--- src/logic/flash_cmd_pkg.sv ---
// Constants and types shared by the flash command sequencer.
// Assumes an asynchronous byte-mode parallel flash driven from clk_sys.
// How it works
// RULE_01 - Device latches address on later falling edge of strobe or select.
// RULE_02 - Device latches data on earlier rising edge of strobe or select.
// RULE_03 - All command cycles are writes except array read and autoselect read.
// RULE_04 - Upper data byte is ignored in command cycles.
// RULE_05 - Sector address bits are don't-care unless a cycle needs bank or sector.
// RULE_06 - Plain array read needs one read cycle, no unlock writes.
// RULE_07 - One F0 write to any address resets bank to read state.
// RULE_08 - Autoselect: AA@AAA, 55@555, 90@AAA in bank, then bank reads.
// RULE_09 - Device identifier read at bank offsets 02, 1C and 1E.
// RULE_10 - Autoselect read at X06 returns 80h locked, 00h unlocked.
// RULE_11 - Autoselect read at sector X04 returns 01h protected, 00h not.
// RULE_12 - Secured region entry ends 88@AAA; exit ends 90@AAA then 00.
// RULE_13 - Program: AA, 55, A0@AAA, then data to program address.
// RULE_14 - Bypass entry ends 20@AAA; then A0 plus data programs.
// RULE_15 - Leave bypass by writing 90 then 00 to any address.
// RULE_16 - Erase: AA,55,80,AA,55 then 10@AAA chip or 30@sector.
// RULE_17 - B0 to bank suspends only a running sector erase.
// RULE_18 - Suspended erase allows reads, programs elsewhere and autoselect.
// RULE_19 - 30 to bank resumes only while that bank is suspended.
// RULE_20 - 98@55 enters query only from array read or autoselect.
// RULE_21 - Bank-qualified cycles act on the bank given by the address.
// RULE_22 - During sector erase only suspend is accepted.
// RULE_23 - Suspend completes within 20 microseconds.
// RULE_24 - Mismatched sequence write abandons the sequence.

`default_nettype none

package flash_cmd_pkg;

	localparam int ADDR_W = 21;
	localparam int SECT_LSB = 12;

	// Unlock addresses and command bytes
	localparam logic [11:0] ADDR_UNLOCK1 = 12'haaa;
	localparam logic [11:0] ADDR_UNLOCK2 = 12'h555;
	localparam logic [11:0] ADDR_QUERY = 12'h055;
	localparam logic [7:0] DAT_UNLOCK1 = 8'haa;
	localparam logic [7:0] DAT_UNLOCK2 = 8'h55;
	localparam logic [7:0] DAT_RESET = 8'hf0;
	localparam logic [7:0] DAT_AUTOSEL = 8'h90;
	localparam logic [7:0] DAT_SECURE = 8'h88;
	localparam logic [7:0] DAT_PROGRAM = 8'ha0;
	localparam logic [7:0] DAT_BYPASS = 8'h20;
	localparam logic [7:0] DAT_ERASE = 8'h80;
	localparam logic [7:0] DAT_CHIP = 8'h10;
	localparam logic [7:0] DAT_SECTOR = 8'h30;
	localparam logic [7:0] DAT_SUSPEND = 8'hb0;
	localparam logic [7:0] DAT_QUERY = 8'h98;
	localparam logic [7:0] DAT_ZERO = 8'h00;

	// Autoselect read offsets inside a bank
	localparam logic [11:0] OFS_MAKER = 12'h000;
	localparam logic [11:0] OFS_DEV1 = 12'h002;
	localparam logic [11:0] OFS_DEV2 = 12'h01c;
	localparam logic [11:0] OFS_DEV3 = 12'h01e;
	localparam logic [11:0] OFS_PROT = 12'h004;
	localparam logic [11:0] OFS_LOCK = 12'h006;

	// Strobe timing: setup and hold phase length in clk_sys cycles; the strobe phase runs 3 cycles longer
	localparam int CLK_NS = 25;
	localparam int STROBE_NS = 100;
	localparam int STROBE_CYC = (STROBE_NS + CLK_NS - 1) / CLK_NS;
	localparam int SUSPEND_US = 20;
	localparam int SUSPEND_CYC = SUSPEND_US * 1000 / CLK_NS;

	// Host command codes
	typedef enum logic [3:0] {
		OP_READ = 4'h0, OP_RESET = 4'h1, OP_AUTOSEL = 4'h2,
		OP_AS_READ = 4'h3, OP_SEC_ENTER = 4'h4, OP_SEC_EXIT = 4'h5,
		OP_PROGRAM = 4'h6, OP_BYP_ENTER = 4'h7, OP_BYP_PROG = 4'h8,
		OP_BYP_EXIT = 4'h9, OP_CHIP_ERASE = 4'ha, OP_SECT_ERASE = 4'hb,
		OP_SUSPEND = 4'hc, OP_RESUME = 4'hd, OP_QUERY = 4'he
	} op_t;

	// One bus cycle on the pins
	typedef struct packed {
		logic wr;
		logic [ADDR_W-1:0] addr;
		logic [7:0] data;
	} bus_cyc_t;

	// Command request from the user
	typedef struct packed {
		op_t op;
		logic [ADDR_W-1:0] addr;
		logic [7:0] data;
	} cmd_req_t;

	// Bank mode the host tracks
	typedef enum logic [5:0] {
		MD_READ = 6'b000001, MD_AUTOSEL = 6'b000010, MD_BYPASS = 6'b000100,
		MD_ERASING = 6'b001000, MD_SUSPENDED = 6'b010000,
		MD_QUERY = 6'b100000
	} mode_t;

endpackage

`default_nettype wire

--- src/logic/flash_bus_cycle.sv ---
// One asynchronous read or write cycle on the flash pins.
// Assumes the flash is the only bus driver while a read is running.
`default_nettype none

module flash_bus_cycle #(
	parameter int PHASE_CYC = flash_cmd_pkg::STROBE_CYC
)(
	// Clock and reset
	input wire logic clk_sys,
	input wire logic rst_n,
	// Cycle request
	input wire logic start,
	input wire flash_cmd_pkg::bus_cyc_t cyc,
	output logic done,
	output logic [7:0] rdData,
	// Flash pins
	output logic chipSel_n,
	output logic wrStrobe_n,
	output logic outEn_n,
	output logic [flash_cmd_pkg::ADDR_W-1:0] addrPin,
	output logic [7:0] dqOut,
	output logic dqOe_n,
	input wire logic [7:0] dqIn
);

	typedef enum logic [3:0] {
		C_IDLE = 4'b0001, C_SETUP = 4'b0010, C_STROBE = 4'b0100,
		C_HOLD = 4'b1000
	} cphase_t;

	cphase_t ph_ff, nxt_ph;
	logic [7:0] cnt_ff, nxt_cnt;
	flash_cmd_pkg::bus_cyc_t cyc_ff, nxt_cyc;
	logic [7:0] rd_ff, nxt_rd;
	logic done_ff, nxt_done;
	// Three-stage sampler for the returned byte from the pins
	logic [7:0] dqS1_ff, dqS2_ff, dqS3_ff;

	// Phase sequencing: address set, then strobe, then release
	always_comb
	begin
		nxt_ph = ph_ff;
		nxt_cnt = cnt_ff;
		nxt_cyc = cyc_ff;
		nxt_rd = rd_ff;
		nxt_done = 1'b0;
		unique case (ph_ff)
			C_IDLE:
			begin
				if (start)
				begin
					nxt_cyc = cyc;
					nxt_ph = C_SETUP;
					nxt_cnt = 8'(PHASE_CYC);
				end
			end
			C_SETUP:
			begin
				nxt_cnt = cnt_ff - 8'h01;
				if (cnt_ff == 8'h01)
				begin
					nxt_ph = C_STROBE;
					nxt_cnt = 8'(PHASE_CYC + 3);
				end
			end
			C_STROBE:
			begin
				nxt_cnt = cnt_ff - 8'h01;
				if (cnt_ff == 8'h01)
				begin
					// Stable once two late sampler stages agree
					if (dqS2_ff == dqS3_ff)
						nxt_rd = dqS3_ff;
					nxt_ph = C_HOLD;
					nxt_cnt = 8'(PHASE_CYC);
				end
			end
			C_HOLD:
			begin
				nxt_cnt = cnt_ff - 8'h01;
				if (cnt_ff == 8'h01)
				begin
					nxt_ph = C_IDLE;
					nxt_done = 1'b1;
				end
			end
			default: nxt_ph = C_IDLE;
		endcase
	end

	always_ff @(posedge clk_sys)
	begin
		dqS1_ff <= dqIn;
		dqS2_ff <= dqS1_ff;
		dqS3_ff <= dqS2_ff;
		if (!rst_n)
		begin
			ph_ff <= C_IDLE;
			cnt_ff <= 8'h00;
			cyc_ff <= '0;
			rd_ff <= 8'h00;
			done_ff <= 1'b0;
		end
		else
		begin
			ph_ff <= nxt_ph;
			cnt_ff <= nxt_cnt;
			cyc_ff <= nxt_cyc;
			rd_ff <= nxt_rd;
			done_ff <= nxt_done;
		end
	end

	// Pins: select falls one setup phase before write strobe so the address latch
	// edge is the strobe fall, and both rise together for the data edge
	logic cs_ff, we_ff, oe_ff, doe_ff;
	always_ff @(posedge clk_sys)
	begin
		if (!rst_n)
		begin
			cs_ff <= 1'b1;
			we_ff <= 1'b1;
			oe_ff <= 1'b1;
			doe_ff <= 1'b1;
		end
		else
		begin
			cs_ff <= !(nxt_ph == C_SETUP || nxt_ph == C_STROBE);
			we_ff <= !(nxt_ph == C_STROBE && nxt_cyc.wr); // [RULE_01] [RULE_02]
			oe_ff <= !(nxt_ph == C_STROBE && !nxt_cyc.wr); // [RULE_03]
			doe_ff <= !(nxt_ph != C_IDLE && nxt_cyc.wr);
		end
	end

	assign chipSel_n = cs_ff;
	assign wrStrobe_n = we_ff;
	assign outEn_n = oe_ff;
	assign addrPin = cyc_ff.addr;
	assign dqOut = cyc_ff.data;
	assign dqOe_n = doe_ff;
	assign done = done_ff;
	assign rdData = rd_ff;

endmodule // flash_bus_cycle

`default_nettype wire

--- src/logic/flash_cmd_host.sv ---
// Host-side command sequencer for a byte-mode multi-bank parallel flash.
// Assumes one outstanding command at a time and a flash that needs
// no status polling from this block.
`default_nettype none

module flash_cmd_host #(
	parameter int SUSPEND_WAIT = flash_cmd_pkg::SUSPEND_CYC,
	parameter int PHASE_CYC = flash_cmd_pkg::STROBE_CYC
)(
	// Clock and reset
	input wire logic clk_sys,
	input wire logic rst_n,
	// Command request
	input wire logic reqValid,
	input wire flash_cmd_pkg::cmd_req_t req,
	output logic reqReady,
	// Answer
	output logic rspValid,
	output logic [7:0] rspData,
	output logic rspRefused,
	output flash_cmd_pkg::mode_t bankMode,
	// Flash pins
	output logic chipSel_n,
	output logic wrStrobe_n,
	output logic outEn_n,
	output logic [flash_cmd_pkg::ADDR_W-1:0] addrPin,
	output logic [7:0] dqOut,
	output logic dqOe_n,
	input wire logic [7:0] dqIn
);

	typedef enum logic [4:0] {
		S_IDLE = 5'b00001, S_ISSUE = 5'b00010, S_WAIT = 5'b00100,
		S_SETTLE = 5'b01000, S_DONE = 5'b10000
	} st_t;

	localparam int CW = flash_cmd_pkg::ADDR_W;

	st_t st_ff, nxt_st;
	flash_cmd_pkg::cmd_req_t cmd_ff, nxt_cmd;
	flash_cmd_pkg::mode_t mode_ff, nxt_mode;
	flash_cmd_pkg::mode_t prior_ff, nxt_prior;
	logic [2:0] idx_ff, nxt_idx;
	logic [15:0] wait_ff, nxt_wait;
	logic [7:0] data_ff, nxt_data;
	logic rsp_ff, nxt_rsp, ref_ff, nxt_ref, rdy_ff, nxt_rdy;
	logic cycStart, cycDone;
	logic [7:0] cycRd;
	flash_cmd_pkg::bus_cyc_t cyc;

	// Bank base keeps only sector bits; command offsets fill the rest
	function automatic logic [CW-1:0] inBank(input logic [CW-1:0] a,
		input logic [11:0] ofs);
		inBank = {a[CW-1:flash_cmd_pkg::SECT_LSB], ofs}; // [RULE_21]
	endfunction
	function automatic flash_cmd_pkg::bus_cyc_t wr(input logic [CW-1:0] a,
		input logic [7:0] d);
		wr = '{wr: 1'b1, addr: a, data: d}; // [RULE_04]
	endfunction
	// Sector bits are zero on unqualified cycles except reset and bypass writes, which keep the request address
	function automatic logic [CW-1:0] plain(input logic [11:0] ofs);
		plain = {{(CW-12){1'b0}}, ofs}; // [RULE_05]
	endfunction

	// Bus cycle number idx of the current command
	always_comb
	begin
		cyc = wr(plain(flash_cmd_pkg::ADDR_UNLOCK1),
			flash_cmd_pkg::DAT_UNLOCK1);
		unique case (cmd_ff.op)
			flash_cmd_pkg::OP_READ, flash_cmd_pkg::OP_AS_READ:
				cyc = '{wr: 1'b0, addr: cmd_ff.addr, data: 8'h00}; // [RULE_06] [RULE_09] [RULE_10] [RULE_11]
			flash_cmd_pkg::OP_RESET:
				cyc = wr(cmd_ff.addr, flash_cmd_pkg::DAT_RESET); // [RULE_07]
			flash_cmd_pkg::OP_SUSPEND:
				cyc = wr(cmd_ff.addr, flash_cmd_pkg::DAT_SUSPEND); // [RULE_17]
			flash_cmd_pkg::OP_RESUME:
				cyc = wr(cmd_ff.addr, flash_cmd_pkg::DAT_SECTOR); // [RULE_19]
			flash_cmd_pkg::OP_QUERY:
				cyc = wr(plain(flash_cmd_pkg::ADDR_QUERY),
					flash_cmd_pkg::DAT_QUERY); // [RULE_20]
			flash_cmd_pkg::OP_BYP_PROG:
				cyc = (idx_ff == 3'd0) ?
					wr(cmd_ff.addr, flash_cmd_pkg::DAT_PROGRAM) :
					wr(cmd_ff.addr, cmd_ff.data); // [RULE_14]
			flash_cmd_pkg::OP_BYP_EXIT:
				cyc = (idx_ff == 3'd0) ?
					wr(cmd_ff.addr, flash_cmd_pkg::DAT_AUTOSEL) :
					wr(cmd_ff.addr, flash_cmd_pkg::DAT_ZERO); // [RULE_15]
			default:
			begin
				// Unlocked sequences: AA, 55, then the command cycles
				if (idx_ff == 3'd1 || idx_ff == 3'd4)
					cyc = wr(plain(flash_cmd_pkg::ADDR_UNLOCK2),
						flash_cmd_pkg::DAT_UNLOCK2);
				else if (idx_ff == 3'd3 &&
					cmd_ff.op == flash_cmd_pkg::OP_SEC_EXIT)
					cyc = wr(plain(12'h000), flash_cmd_pkg::DAT_ZERO); // [RULE_12]
				else if (idx_ff == 3'd2)
				begin
					// Default cycle already targets AAA; most only swap data
					unique case (cmd_ff.op)
						flash_cmd_pkg::OP_AUTOSEL:
							cyc = wr(inBank(cmd_ff.addr, flash_cmd_pkg::ADDR_UNLOCK1),
								flash_cmd_pkg::DAT_AUTOSEL); // [RULE_08]
						flash_cmd_pkg::OP_SEC_ENTER:
							cyc.data = flash_cmd_pkg::DAT_SECURE; // [RULE_12]
						flash_cmd_pkg::OP_SEC_EXIT:
							cyc.data = flash_cmd_pkg::DAT_AUTOSEL;
						flash_cmd_pkg::OP_PROGRAM:
							cyc.data = flash_cmd_pkg::DAT_PROGRAM; // [RULE_13]
						flash_cmd_pkg::OP_BYP_ENTER:
							cyc.data = flash_cmd_pkg::DAT_BYPASS; // [RULE_14]
						default:
							cyc.data = flash_cmd_pkg::DAT_ERASE; // [RULE_16]
					endcase
				end
				else if (idx_ff == 3'd5)
					cyc = (cmd_ff.op == flash_cmd_pkg::OP_CHIP_ERASE) ?
						wr(plain(flash_cmd_pkg::ADDR_UNLOCK1),
						flash_cmd_pkg::DAT_CHIP) :
						wr(cmd_ff.addr, flash_cmd_pkg::DAT_SECTOR); // [RULE_16]
			end
		endcase
		if (cmd_ff.op == flash_cmd_pkg::OP_PROGRAM && idx_ff == 3'd3)
			cyc = wr(cmd_ff.addr, cmd_ff.data); // [RULE_13]
	end

	// Sequence length and whether the bank mode lets the command go out
	function automatic logic [2:0] seqLen(input flash_cmd_pkg::op_t o);
		unique case (o)
			flash_cmd_pkg::OP_AUTOSEL, flash_cmd_pkg::OP_SEC_ENTER,
			flash_cmd_pkg::OP_BYP_ENTER: seqLen = 3'd3;
			flash_cmd_pkg::OP_SEC_EXIT, flash_cmd_pkg::OP_PROGRAM: seqLen = 3'd4;
			flash_cmd_pkg::OP_CHIP_ERASE, flash_cmd_pkg::OP_SECT_ERASE:
				seqLen = 3'd6;
			flash_cmd_pkg::OP_BYP_PROG, flash_cmd_pkg::OP_BYP_EXIT: seqLen = 3'd2;
			default: seqLen = 3'd1;
		endcase
	endfunction

	function automatic logic allowed(input flash_cmd_pkg::op_t o,
		input flash_cmd_pkg::mode_t m);
		unique case (m)
			flash_cmd_pkg::MD_ERASING:
				allowed = (o == flash_cmd_pkg::OP_SUSPEND); // [RULE_22]
			flash_cmd_pkg::MD_SUSPENDED:
				allowed = o inside {flash_cmd_pkg::OP_READ, flash_cmd_pkg::OP_PROGRAM,
					flash_cmd_pkg::OP_AUTOSEL, flash_cmd_pkg::OP_RESUME,
					flash_cmd_pkg::OP_RESET}; // [RULE_18] [RULE_19]
			flash_cmd_pkg::MD_BYPASS:
				allowed = o inside {flash_cmd_pkg::OP_READ,
					flash_cmd_pkg::OP_BYP_PROG, flash_cmd_pkg::OP_BYP_EXIT};
			flash_cmd_pkg::MD_AUTOSEL:
				allowed = o inside {flash_cmd_pkg::OP_AS_READ,
					flash_cmd_pkg::OP_RESET, flash_cmd_pkg::OP_QUERY}; // [RULE_07] [RULE_20]
			flash_cmd_pkg::MD_QUERY:
				allowed = (o == flash_cmd_pkg::OP_RESET) ||
					(o == flash_cmd_pkg::OP_READ);
			default:
				allowed = !(o inside {flash_cmd_pkg::OP_SUSPEND,
					flash_cmd_pkg::OP_RESUME, flash_cmd_pkg::OP_BYP_PROG,
					flash_cmd_pkg::OP_BYP_EXIT, flash_cmd_pkg::OP_AS_READ}); // [RULE_14] [RULE_17]
		endcase
	endfunction

	// Command sequencing and bank mode tracking
	always_comb
	begin
		nxt_st = st_ff;
		nxt_cmd = cmd_ff;
		nxt_mode = mode_ff;
		nxt_prior = prior_ff;
		nxt_idx = idx_ff;
		nxt_wait = wait_ff;
		nxt_data = data_ff;
		nxt_rsp = 1'b0;
		nxt_ref = ref_ff;
		nxt_rdy = 1'b0;
		cycStart = 1'b0;
		unique case (st_ff)
			S_IDLE:
			begin
				nxt_rdy = 1'b1;
				if (reqValid && rdy_ff)
				begin
					nxt_rdy = 1'b0;
					nxt_cmd = req;
					nxt_idx = 3'd0;
					nxt_ref = !allowed(req.op, mode_ff); // [RULE_24]
					nxt_st = allowed(req.op, mode_ff) ? S_ISSUE : S_DONE;
				end
			end
			S_ISSUE:
			begin
				cycStart = 1'b1;
				nxt_st = S_WAIT;
			end
			S_WAIT:
			begin
				if (cycDone)
				begin
					nxt_data = cycRd;
					if (idx_ff == seqLen(cmd_ff.op) - 3'd1)
					begin
						nxt_wait = 16'(SUSPEND_WAIT);
						nxt_st = (cmd_ff.op == flash_cmd_pkg::OP_SUSPEND) ?
							S_SETTLE : S_DONE;
					end
					else
					begin
						nxt_idx = idx_ff + 3'd1;
						nxt_st = S_ISSUE;
					end
				end
			end
			S_SETTLE:
			begin
				// Hold off new work until the suspend has taken effect
				nxt_wait = wait_ff - 16'h0001;
				if (wait_ff <= 16'h0001)
					nxt_st = S_DONE; // [RULE_23]
			end
			S_DONE:
			begin
				nxt_rsp = 1'b1;
				nxt_st = S_IDLE;
				if (!ref_ff)
				begin
					unique case (cmd_ff.op)
						flash_cmd_pkg::OP_RESET:
							nxt_mode = (prior_ff == flash_cmd_pkg::MD_SUSPENDED) ?
								flash_cmd_pkg::MD_SUSPENDED : flash_cmd_pkg::MD_READ; // [RULE_07]
						flash_cmd_pkg::OP_AUTOSEL:
						begin
							nxt_prior = mode_ff;
							nxt_mode = flash_cmd_pkg::MD_AUTOSEL; // [RULE_08]
						end
						flash_cmd_pkg::OP_QUERY: nxt_mode = flash_cmd_pkg::MD_QUERY;
						flash_cmd_pkg::OP_BYP_ENTER: nxt_mode = flash_cmd_pkg::MD_BYPASS;
						flash_cmd_pkg::OP_BYP_EXIT: nxt_mode = flash_cmd_pkg::MD_READ; // [RULE_15]
						flash_cmd_pkg::OP_SECT_ERASE:
							nxt_mode = flash_cmd_pkg::MD_ERASING;
						flash_cmd_pkg::OP_SUSPEND:
						begin
							nxt_prior = flash_cmd_pkg::MD_SUSPENDED;
							nxt_mode = flash_cmd_pkg::MD_SUSPENDED;
						end
						flash_cmd_pkg::OP_RESUME:
						begin
							nxt_prior = flash_cmd_pkg::MD_READ;
							nxt_mode = flash_cmd_pkg::MD_ERASING;
						end
						default: nxt_mode = mode_ff;
					endcase
				end
			end
			default: nxt_st = S_IDLE;
		endcase
	end

	always_ff @(posedge clk_sys)
	begin
		if (!rst_n)
		begin
			st_ff <= S_IDLE;
			cmd_ff <= '0;
			mode_ff <= flash_cmd_pkg::MD_READ;
			prior_ff <= flash_cmd_pkg::MD_READ;
			idx_ff <= 3'd0;
			wait_ff <= 16'h0000;
			data_ff <= 8'h00;
			rsp_ff <= 1'b0;
			ref_ff <= 1'b0;
			rdy_ff <= 1'b0;
		end
		else
		begin
			st_ff <= nxt_st;
			cmd_ff <= nxt_cmd;
			mode_ff <= nxt_mode;
			prior_ff <= nxt_prior;
			idx_ff <= nxt_idx;
			wait_ff <= nxt_wait;
			data_ff <= nxt_data;
			rsp_ff <= nxt_rsp;
			ref_ff <= nxt_ref;
			rdy_ff <= nxt_rdy;
		end
	end

	flash_bus_cycle #(.PHASE_CYC(PHASE_CYC)) uCycle (
		.clk_sys(clk_sys), .rst_n(rst_n), .start(cycStart), .cyc(cyc),
		.done(cycDone), .rdData(cycRd), .chipSel_n(chipSel_n),
		.wrStrobe_n(wrStrobe_n), .outEn_n(outEn_n), .addrPin(addrPin),
		.dqOut(dqOut), .dqOe_n(dqOe_n), .dqIn(dqIn)
	);
	assign reqReady = rdy_ff;
	assign rspValid = rsp_ff;
	assign rspData = data_ff;
	assign rspRefused = ref_ff;
	assign bankMode = mode_ff;

endmodule // flash_cmd_host

`default_nettype wire

--- config.mk ---
export PLATFORM = sky130hd
export DESIGN_NAME = flash_cmd_host
export DESIGN_NICKNAME = d
export VERILOG_FILES = /design/src/logic/flash_cmd_pkg.sv /design/src/logic/flash_bus_cycle.sv /design/src/logic/flash_cmd_host.sv
export SDC_FILE = /design/constraint.sdc
export NUM_CORES = 1
export LEC_CHECK = 0
export CAP_MARGIN = 5
export CELL_PAD_IN_SITES_DETAIL_PLACEMENT = 1
export CELL_PAD_IN_SITES_GLOBAL_PLACEMENT = 2
export CORE_MARGIN = 1.5
export CORE_UTILIZATION = 41
export DETAILED_ROUTE_END_ITERATION = 10
export DONT_BUFFER_PORTS = 1
export PLACE_DENSITY = 0.89
export SYNTH_ARGS = -nofsm -noshare
export SYNTH_HDL_FRONTEND = slang
export SYNTH_SLANG_ARGS = --single-unit
--- constraint.sdc ---
create_clock -name clk_sys -period 5.2 [get_ports clk_sys]
set_clock_uncertainty 0.15 [all_clocks]
set_input_delay 0.52 -clock clk_sys [delete_from_list [all_inputs] [get_ports clk_sys]]
set_output_delay 0.52 -clock clk_sys [all_outputs]
set_load 0.02 [all_outputs]
# Yosys cells after proc, flatten, opt, wreduce, memory -nomap -nowiden
# Memory sizes are Yosys's and may differ from the RTL's. A register that Yosys moved wholly into a read port is not among the register bits.
# Cells that the tools add are included.
[op_classes] add_sub_neg=4 magnitude_cmp=1 n_eq_ne=55 mux=50 n_bitwise=1 n_reduce_logical=43
[op_table] operator="$pmux 30 s7" count=1
[op_table] operator="$mux 30" count=6
[op_table] operator="$pmux 8 s4" count=2
[op_table] operator="$mux 29" count=2
[op_table] operator="$eq 4x4->1 const B" count=13
[op_table] operator="$pmux 6 s7" count=1
[op_table] operator="$mux 8" count=5
[op_table] operator="$mux 5" count=7
[op_table] operator="$mux 16" count=2
[op_table] operator="$pmux 16 s2" count=1
[op_table] operator="$eq 4x3->1 const B" count=7
[op_table] operator="$eq 4x2->1 const B" count=6
[op_table] operator="$mux 4" count=6
[op_table] operator="$mux 21" count=1
[op_table] operator="$pmux 5 s4" count=1
[op_table] operator="$pmux 6 s3" count=1
[op_table] operator="$le 16x1->1 const B" count=1
[op_table] operator="$pmux 4 s4" count=1
[op_table] operator="$sub 16x1->16 const B" count=1
[op_table] operator="$mux 3" count=5
[op_table] operator="$reduce_and 3->1" count=5
[op_table] operator="$eq 4x1->1 const B" count=3
[op_table] operator="$eq 6x5->1 const B" count=2
[op_table] operator="$reduce_and 2->1" count=6
[op_table] operator="other kinds (37)" count=68
[totals] register_bits=159 mem_bits_ro=48 inputBits=44 out_inout_bits=50 word_cells=181 memories=1
[memory_table] name="(no name shown)" words=16 width=3 rd=1 rd_clocked_by_memory_dff=1 wr=0 line="flash_cmd_host.sv:131" source="unique case (o)"

# Depth between registers and ports, before layout
[depth] ltp_word=13 mapped_depth=10 depth_no_buf=9

# Cells and area by module
# Synthesis repeated with hierarchy kept, for this count alone.
[hier_totals] hier_cells=925 hier_area_um2=7714.9
[modules_own_cells] mod="flash_cmd_host" instances=1 cells_per_inst=589 area_each_um2=4608.2 seq_area_each_um2=1661.6
[modules_own_cells] mod="flash_bus_cycle" instances=1 cells_per_inst=336 area_each_um2=3106.7 seq_area_each_um2=1581.5

# Least setup slack after synthesis
# No wires, ideal clock.
[synth_timing] kind="register to register" startpoint="register uCycle.cnt_ff[3]" endpoint="register uCycle.rd_ff[5] (netlist: uCycle.rdData[5])" setup_ps=128 t_arrival_ps=2164 t_required_ps=4922 slack_ps=2759 path_stages_with_launch=7 path_buffers=0 synth_period_minus_slack_ps=2441 path_cell_list="dfxtp_1 > nor4_4 > nand3_4 > or4_4 > nor4_4 > mux2i_1 > nor2_1"
[synth_via] elab_chain_len=2
[synth_rtl] item="start, declared" line="flash_bus_cycle.sv:32" source="logic [7:0] cnt_ff, nxt_cnt;"
[synth_rtl] item="start signal, assigned" line="flash_bus_cycle.sv:107" source="cnt_ff <= nxt_cnt;"
[synth_rtl] item="$eq 8x1->1" line="flash_bus_cycle.sv:69" source="if (cnt_ff == 8'h01)"
[synth_rtl] item="$reduce_and 3->1 (no source line)"
[synth_rtl] item="end signal, assigned" line="flash_bus_cycle.sv:109" source="rd_ff <= nxt_rd;"
[synth_rtl] item="end, declared" line="flash_bus_cycle.sv:34" source="logic [7:0] rd_ff, nxt_rd;"
# No other way between the ends.
# A chain may end at the register's enable or synchronous reset.

# Worst setup path after layout
[layout_timing] startpoint="register cmd_ff[31] (netlist name)" endpoint="register uCycle.cyc_ff (netlist bit uCycle.dqOut[4])"
[layout_via] elab_chain_len=8 elab_cells_between_ends=23 cone_classes="12 x eq/ne; 6 x mux; 5 x reduce/logical"
[layout_rtl] item="start, declared" line="flash_cmd_host.sv:40" source="flash_cmd_pkg::cmd_req_t cmd_ff, nxt_cmd;"
[layout_rtl] item="start signal, assigned" line="flash_cmd_host.sv:280" source="cmd_ff <= nxt_cmd;"
[layout_rtl] item="$eq 4x3->1 or $eq 4x2->1 (tied branches)" line="flash_cmd_host.sv:97, flash_cmd_host.sv:102"
[layout_rtl] item="$reduce_or 2->1 (no source line)"
[layout_rtl] item="$pmux 8 s4" line="flash_cmd_host.sv:102" source="unique case (cmd_ff.op)"
[layout_rtl] item="$mux 30" line="flash_cmd_host.sv:99" source="else if (idx_ff == 3'd2)"
[layout_rtl] item="$mux 30" line="flash_cmd_host.sv:96" source="else if (idx_ff == 3'd3 &&"
[layout_rtl] item="$mux 30" line="flash_cmd_host.sv:93" source="if (idx_ff == 3'd1 || idx_ff == 3'd4)"
[layout_rtl] item="$pmux 30 s7" line="flash_cmd_host.sv:70" source="unique case (cmd_ff.op)"
[layout_rtl] item="$mux 30 (*)" line="flash_cmd_host.sv:125" source="if (cmd_ff.op == flash_cmd_pkg::OP_PROGRAM && idx_ff == 3'd3)"
[layout_rtl] item="end signal, assigned" line="flash_bus_cycle.sv:108" source="cyc_ff <= nxt_cyc;"
[layout_rtl] item="end, declared" line="flash_bus_cycle.sv:33" source="flash_cmd_pkg::bus_cyc_t cyc_ff, nxt_cyc;"
# Mark *: on every way between the ends. The rest lies on a longest branch, timed or not.

==> impl_metrics.json <==
{
  "status": "completed",
  "cp-start-kind": "register",
  "synth_edf_count": 0,
  "finalWorstSetupSlack_ps": 2040,
  "regArea_mm2": 0.00324,
  "drt_wl_total_mm": 18.9,
  "die_y_um": 135,
  "synthMostInstantiatedCell": "dfxtp_1",
  "grt_pass1_vias": 6141,
  "rsz0062_at_grt": "no",
  "cp.arrival_ps": 3310,
  "ys_seq_area_share_pct": 45.2,
  "first_pass_iters": 4,
  "setup_tns_ps": 0,
  "synth_nets": 915,
  "antenna_cells": 0,
  "start_util_pct": 41.8,
  "holdPathStages": 1,
  "dp_hpwl_mm": 12.9,
  "setup_viol": 0,
  "crit_fanout": 23,
  "final_layout_size_suffix_gt1_share_pct": 5.86,
  "tightest_slew_ps": 1110,
  "grt_pass1_wl_mm": 31.1,
  "cap_violations": 0,
  "nets": 878,
  "hp-class": "input port to register",
  "pwr-share-clk_pct": 40.0,
  "grt_overflow": 0,
  "top_register": "cmd_ff",
  "htree_levels": 4,
  "multi_input_area_mm2": 0.00349,
  "reg2regPathDepth": 6,
  "clk_pin_slew_worst_paths_ps": 70,
  "p_seq_share_pct": 45.0,
  "grt_max_degree": 69,
  "worstPathRequired_ps": 5350,
  "internal-power_mw": 2.15,
  "io_pins": 94,
  "swShare_pct": 32.2,
  "cts.path.max_buffers": 2,
  "switchingPower_mw": 1.02,
  "port_buffers": 0,
  "root_buffer": "clkbuf_16",
  "ys_types": 65,
  "largest_reg_flops": 33,
  "post-place-ws_ps": 2230,
  "antenna_left": 0,
  "vdd_drop_max_mv": 0.245,
  "min_period_ps": 3160,
  "drt_iter0_markers": 355,
  "cts_buffers": 17,
  "post-synth-top-area-cell": "dfxtp_1",
  "synth_warnings": 0,
  "grtUsageTotal_pct": 21.5,
  "cellLeakagePower_nw": 2.77,
  "cts.repair.resized": 0,
  "cts.sinks": 162,
  "drc": 0,
  "synth_ff_type": "dfxtp_1",
  "max_freq_mhz": 316,
  "via_count": 5889,
  "hold_violations": 0,
  "end_kind": "register",
  "avgSynthCellArea_um2": 8.34,
  "rows": 48,
  "report.final.slew_viol_count": 0,
  "clock_latency_ps": 430,
  "async_flop_share_pct": 0,
  "path_class": "register to register",
  "power_density_mw_per_mm2": 405,
  "core-area_mm2": 0.0172,
  "post-route-period-util_pct": 60.9,
  "antenna_found_initial": 0,
  "ys_seq_elements": 162,
  "fp.dieArea_mm2": 0.0183,
  "ys_top_cells_by_count": "162 x dfxtp_1, 124 x nand2_1, 100 x a21oi_1",
  "tritoncts": "yes",
  "yosysTopAreaCellShare_pct": 45.2,
  "area_delta_synth_final_pct": 9.18,
  "syn_inst": 860,
  "fillerInstances": 2060,
  "route.detailed.wl_per_inst_um": 17.8,
  "gp_congestion": 0.808,
  "synth_top_cells_by_area": "dfxtp_1 45%, a21oi_1 7.0%, nand2_1 6.5%, nor2_1 4.9%, buf_4 3.0%",
  "p_comb_share_pct": 15.0,
  "fp.dieW_um": 135,
  "slew-limit-headroom_pct": 25.7,
  "vias_per_cell": 5.55,
  "synth_area_mm2": 0.00717
}
## final cells by class
| type | count | share of cell area [%] |
|---|---|---|
| Tap cell | 225 | 3.60 |
| Multi-Input combinational cell | 610 | 44.6 |
| Clock inverter | 15 | 2.38 |
| Clock buffer | 17 | 5.43 |
| Timing Repair Buffer | 15 | 1.73 |
| Inverter | 17 | 0.815 |
| Sequential cell | 162 | 41.4 |
## kinds of logic (layout without fill, tap and decap cells)
group                      Yosys count  after routing  synth area share, %
and+or+nand+nor                    348            348                 23.3
AOI/OAI and AO/OA                  200            200                 16.8
DFF                                162            162                 45.2
buffers and inverters               88             64                 6.14
xor gates and xnor gates            37             37                 4.73
muxes                               14             14                 1.95
adders and majority gates           11             11                 1.92
## critical path: stages (launching register included)
cell	delay, ps
dfxtp_1	880
nor2b_1	520
nand3_1	360
a32oi_1	310
a21oi_1	120
a2111oi_0	580
nor2_1	110
## timing repair
item	CTS	global route
endpoints found under the hold margin	9	0
buffers inserted	0	0
hold buffers	10	0
endpoints found under the setup margin	0	0
## through the flow
stage          cells  hold WS, ps  total power [mW]  cell area, um2  util [%]
2_1_floorplan    860          160              1.80            7170         -
3_3_place_gp    1018          162              1.90            7110      41.4
3_5_place_dp    1018          163              1.92            7110      41.4
4_1_cts         1060         4.55              3.21            7830      45.6
5_1_grt         1061         3.03              3.33            7830      45.6
6_report        1061         25.9              3.17            7830      45.6
## per-layer routing
metal / wire, um / share of wire, % / global-route usage (%)
met3: 668 / 3.5 / 4.75
met2: 9470 / 50 / 37.8
met4: 397 / 2.1 / 7.59
met1: 8360 / 44 / 26.0
met5: 0 / 0 / 0
## power by group through the flow
| stage | logic, mW | clock network [mW] | registers [mW] |
|---|---|---|---|
| after floorplan | 0.401 | 0 | 1.40 |
| after global placement | 0.451 | 0 | 1.45 |
| after detailed placement | 0.468 | 0 | 1.45 |
| after CTS | 0.480 | 1.30 | 1.43 |
| after global routing | 0.534 | 1.35 | 1.44 |
| final | 0.476 | 1.27 | 1.43 |
## layout by cell type (no fill, tap or decap), types with 4 or more instances in the layout
cell	count
nand4b_1	6
nor2_1	94
dfxtp_1	162
o211ai_1	9
nand3_1	29
nand2_1	124
o21ai_0	31
nor3_1	20
inv_8	4
nand4_1	9
a21o_1	4
a31oi_1	7
or3_1	6
clkbuf_16	17
a21oi_1	100
mux2i_1	14
buf_4	4
o21a_1	4
nand2b_1	14
dlygate4sd3_1	10
inv_1	16
ha_1	11
clkinv_8	5
xnor2_1	15
nor2b_1	14
a211oi_1	9
nor4_1	7
inv_6	4
a22oi_1	9
xor2_1	21
## path summary, 6_finish.rpt
path | to | from | slack (ps)
max | uCycle.dqOut[4] | cmd_ff[31] | 2040
max reg2reg | uCycle.dqOut[4] | cmd_ff[31] | 2040
min | prior_ff[0] | rst_n | 30
min reg2reg | uCycle.dqS2_ff[4] | uCycle.dqS1_ff[4] | 180
Note: power is estimated with default switching activity, not from simulation.
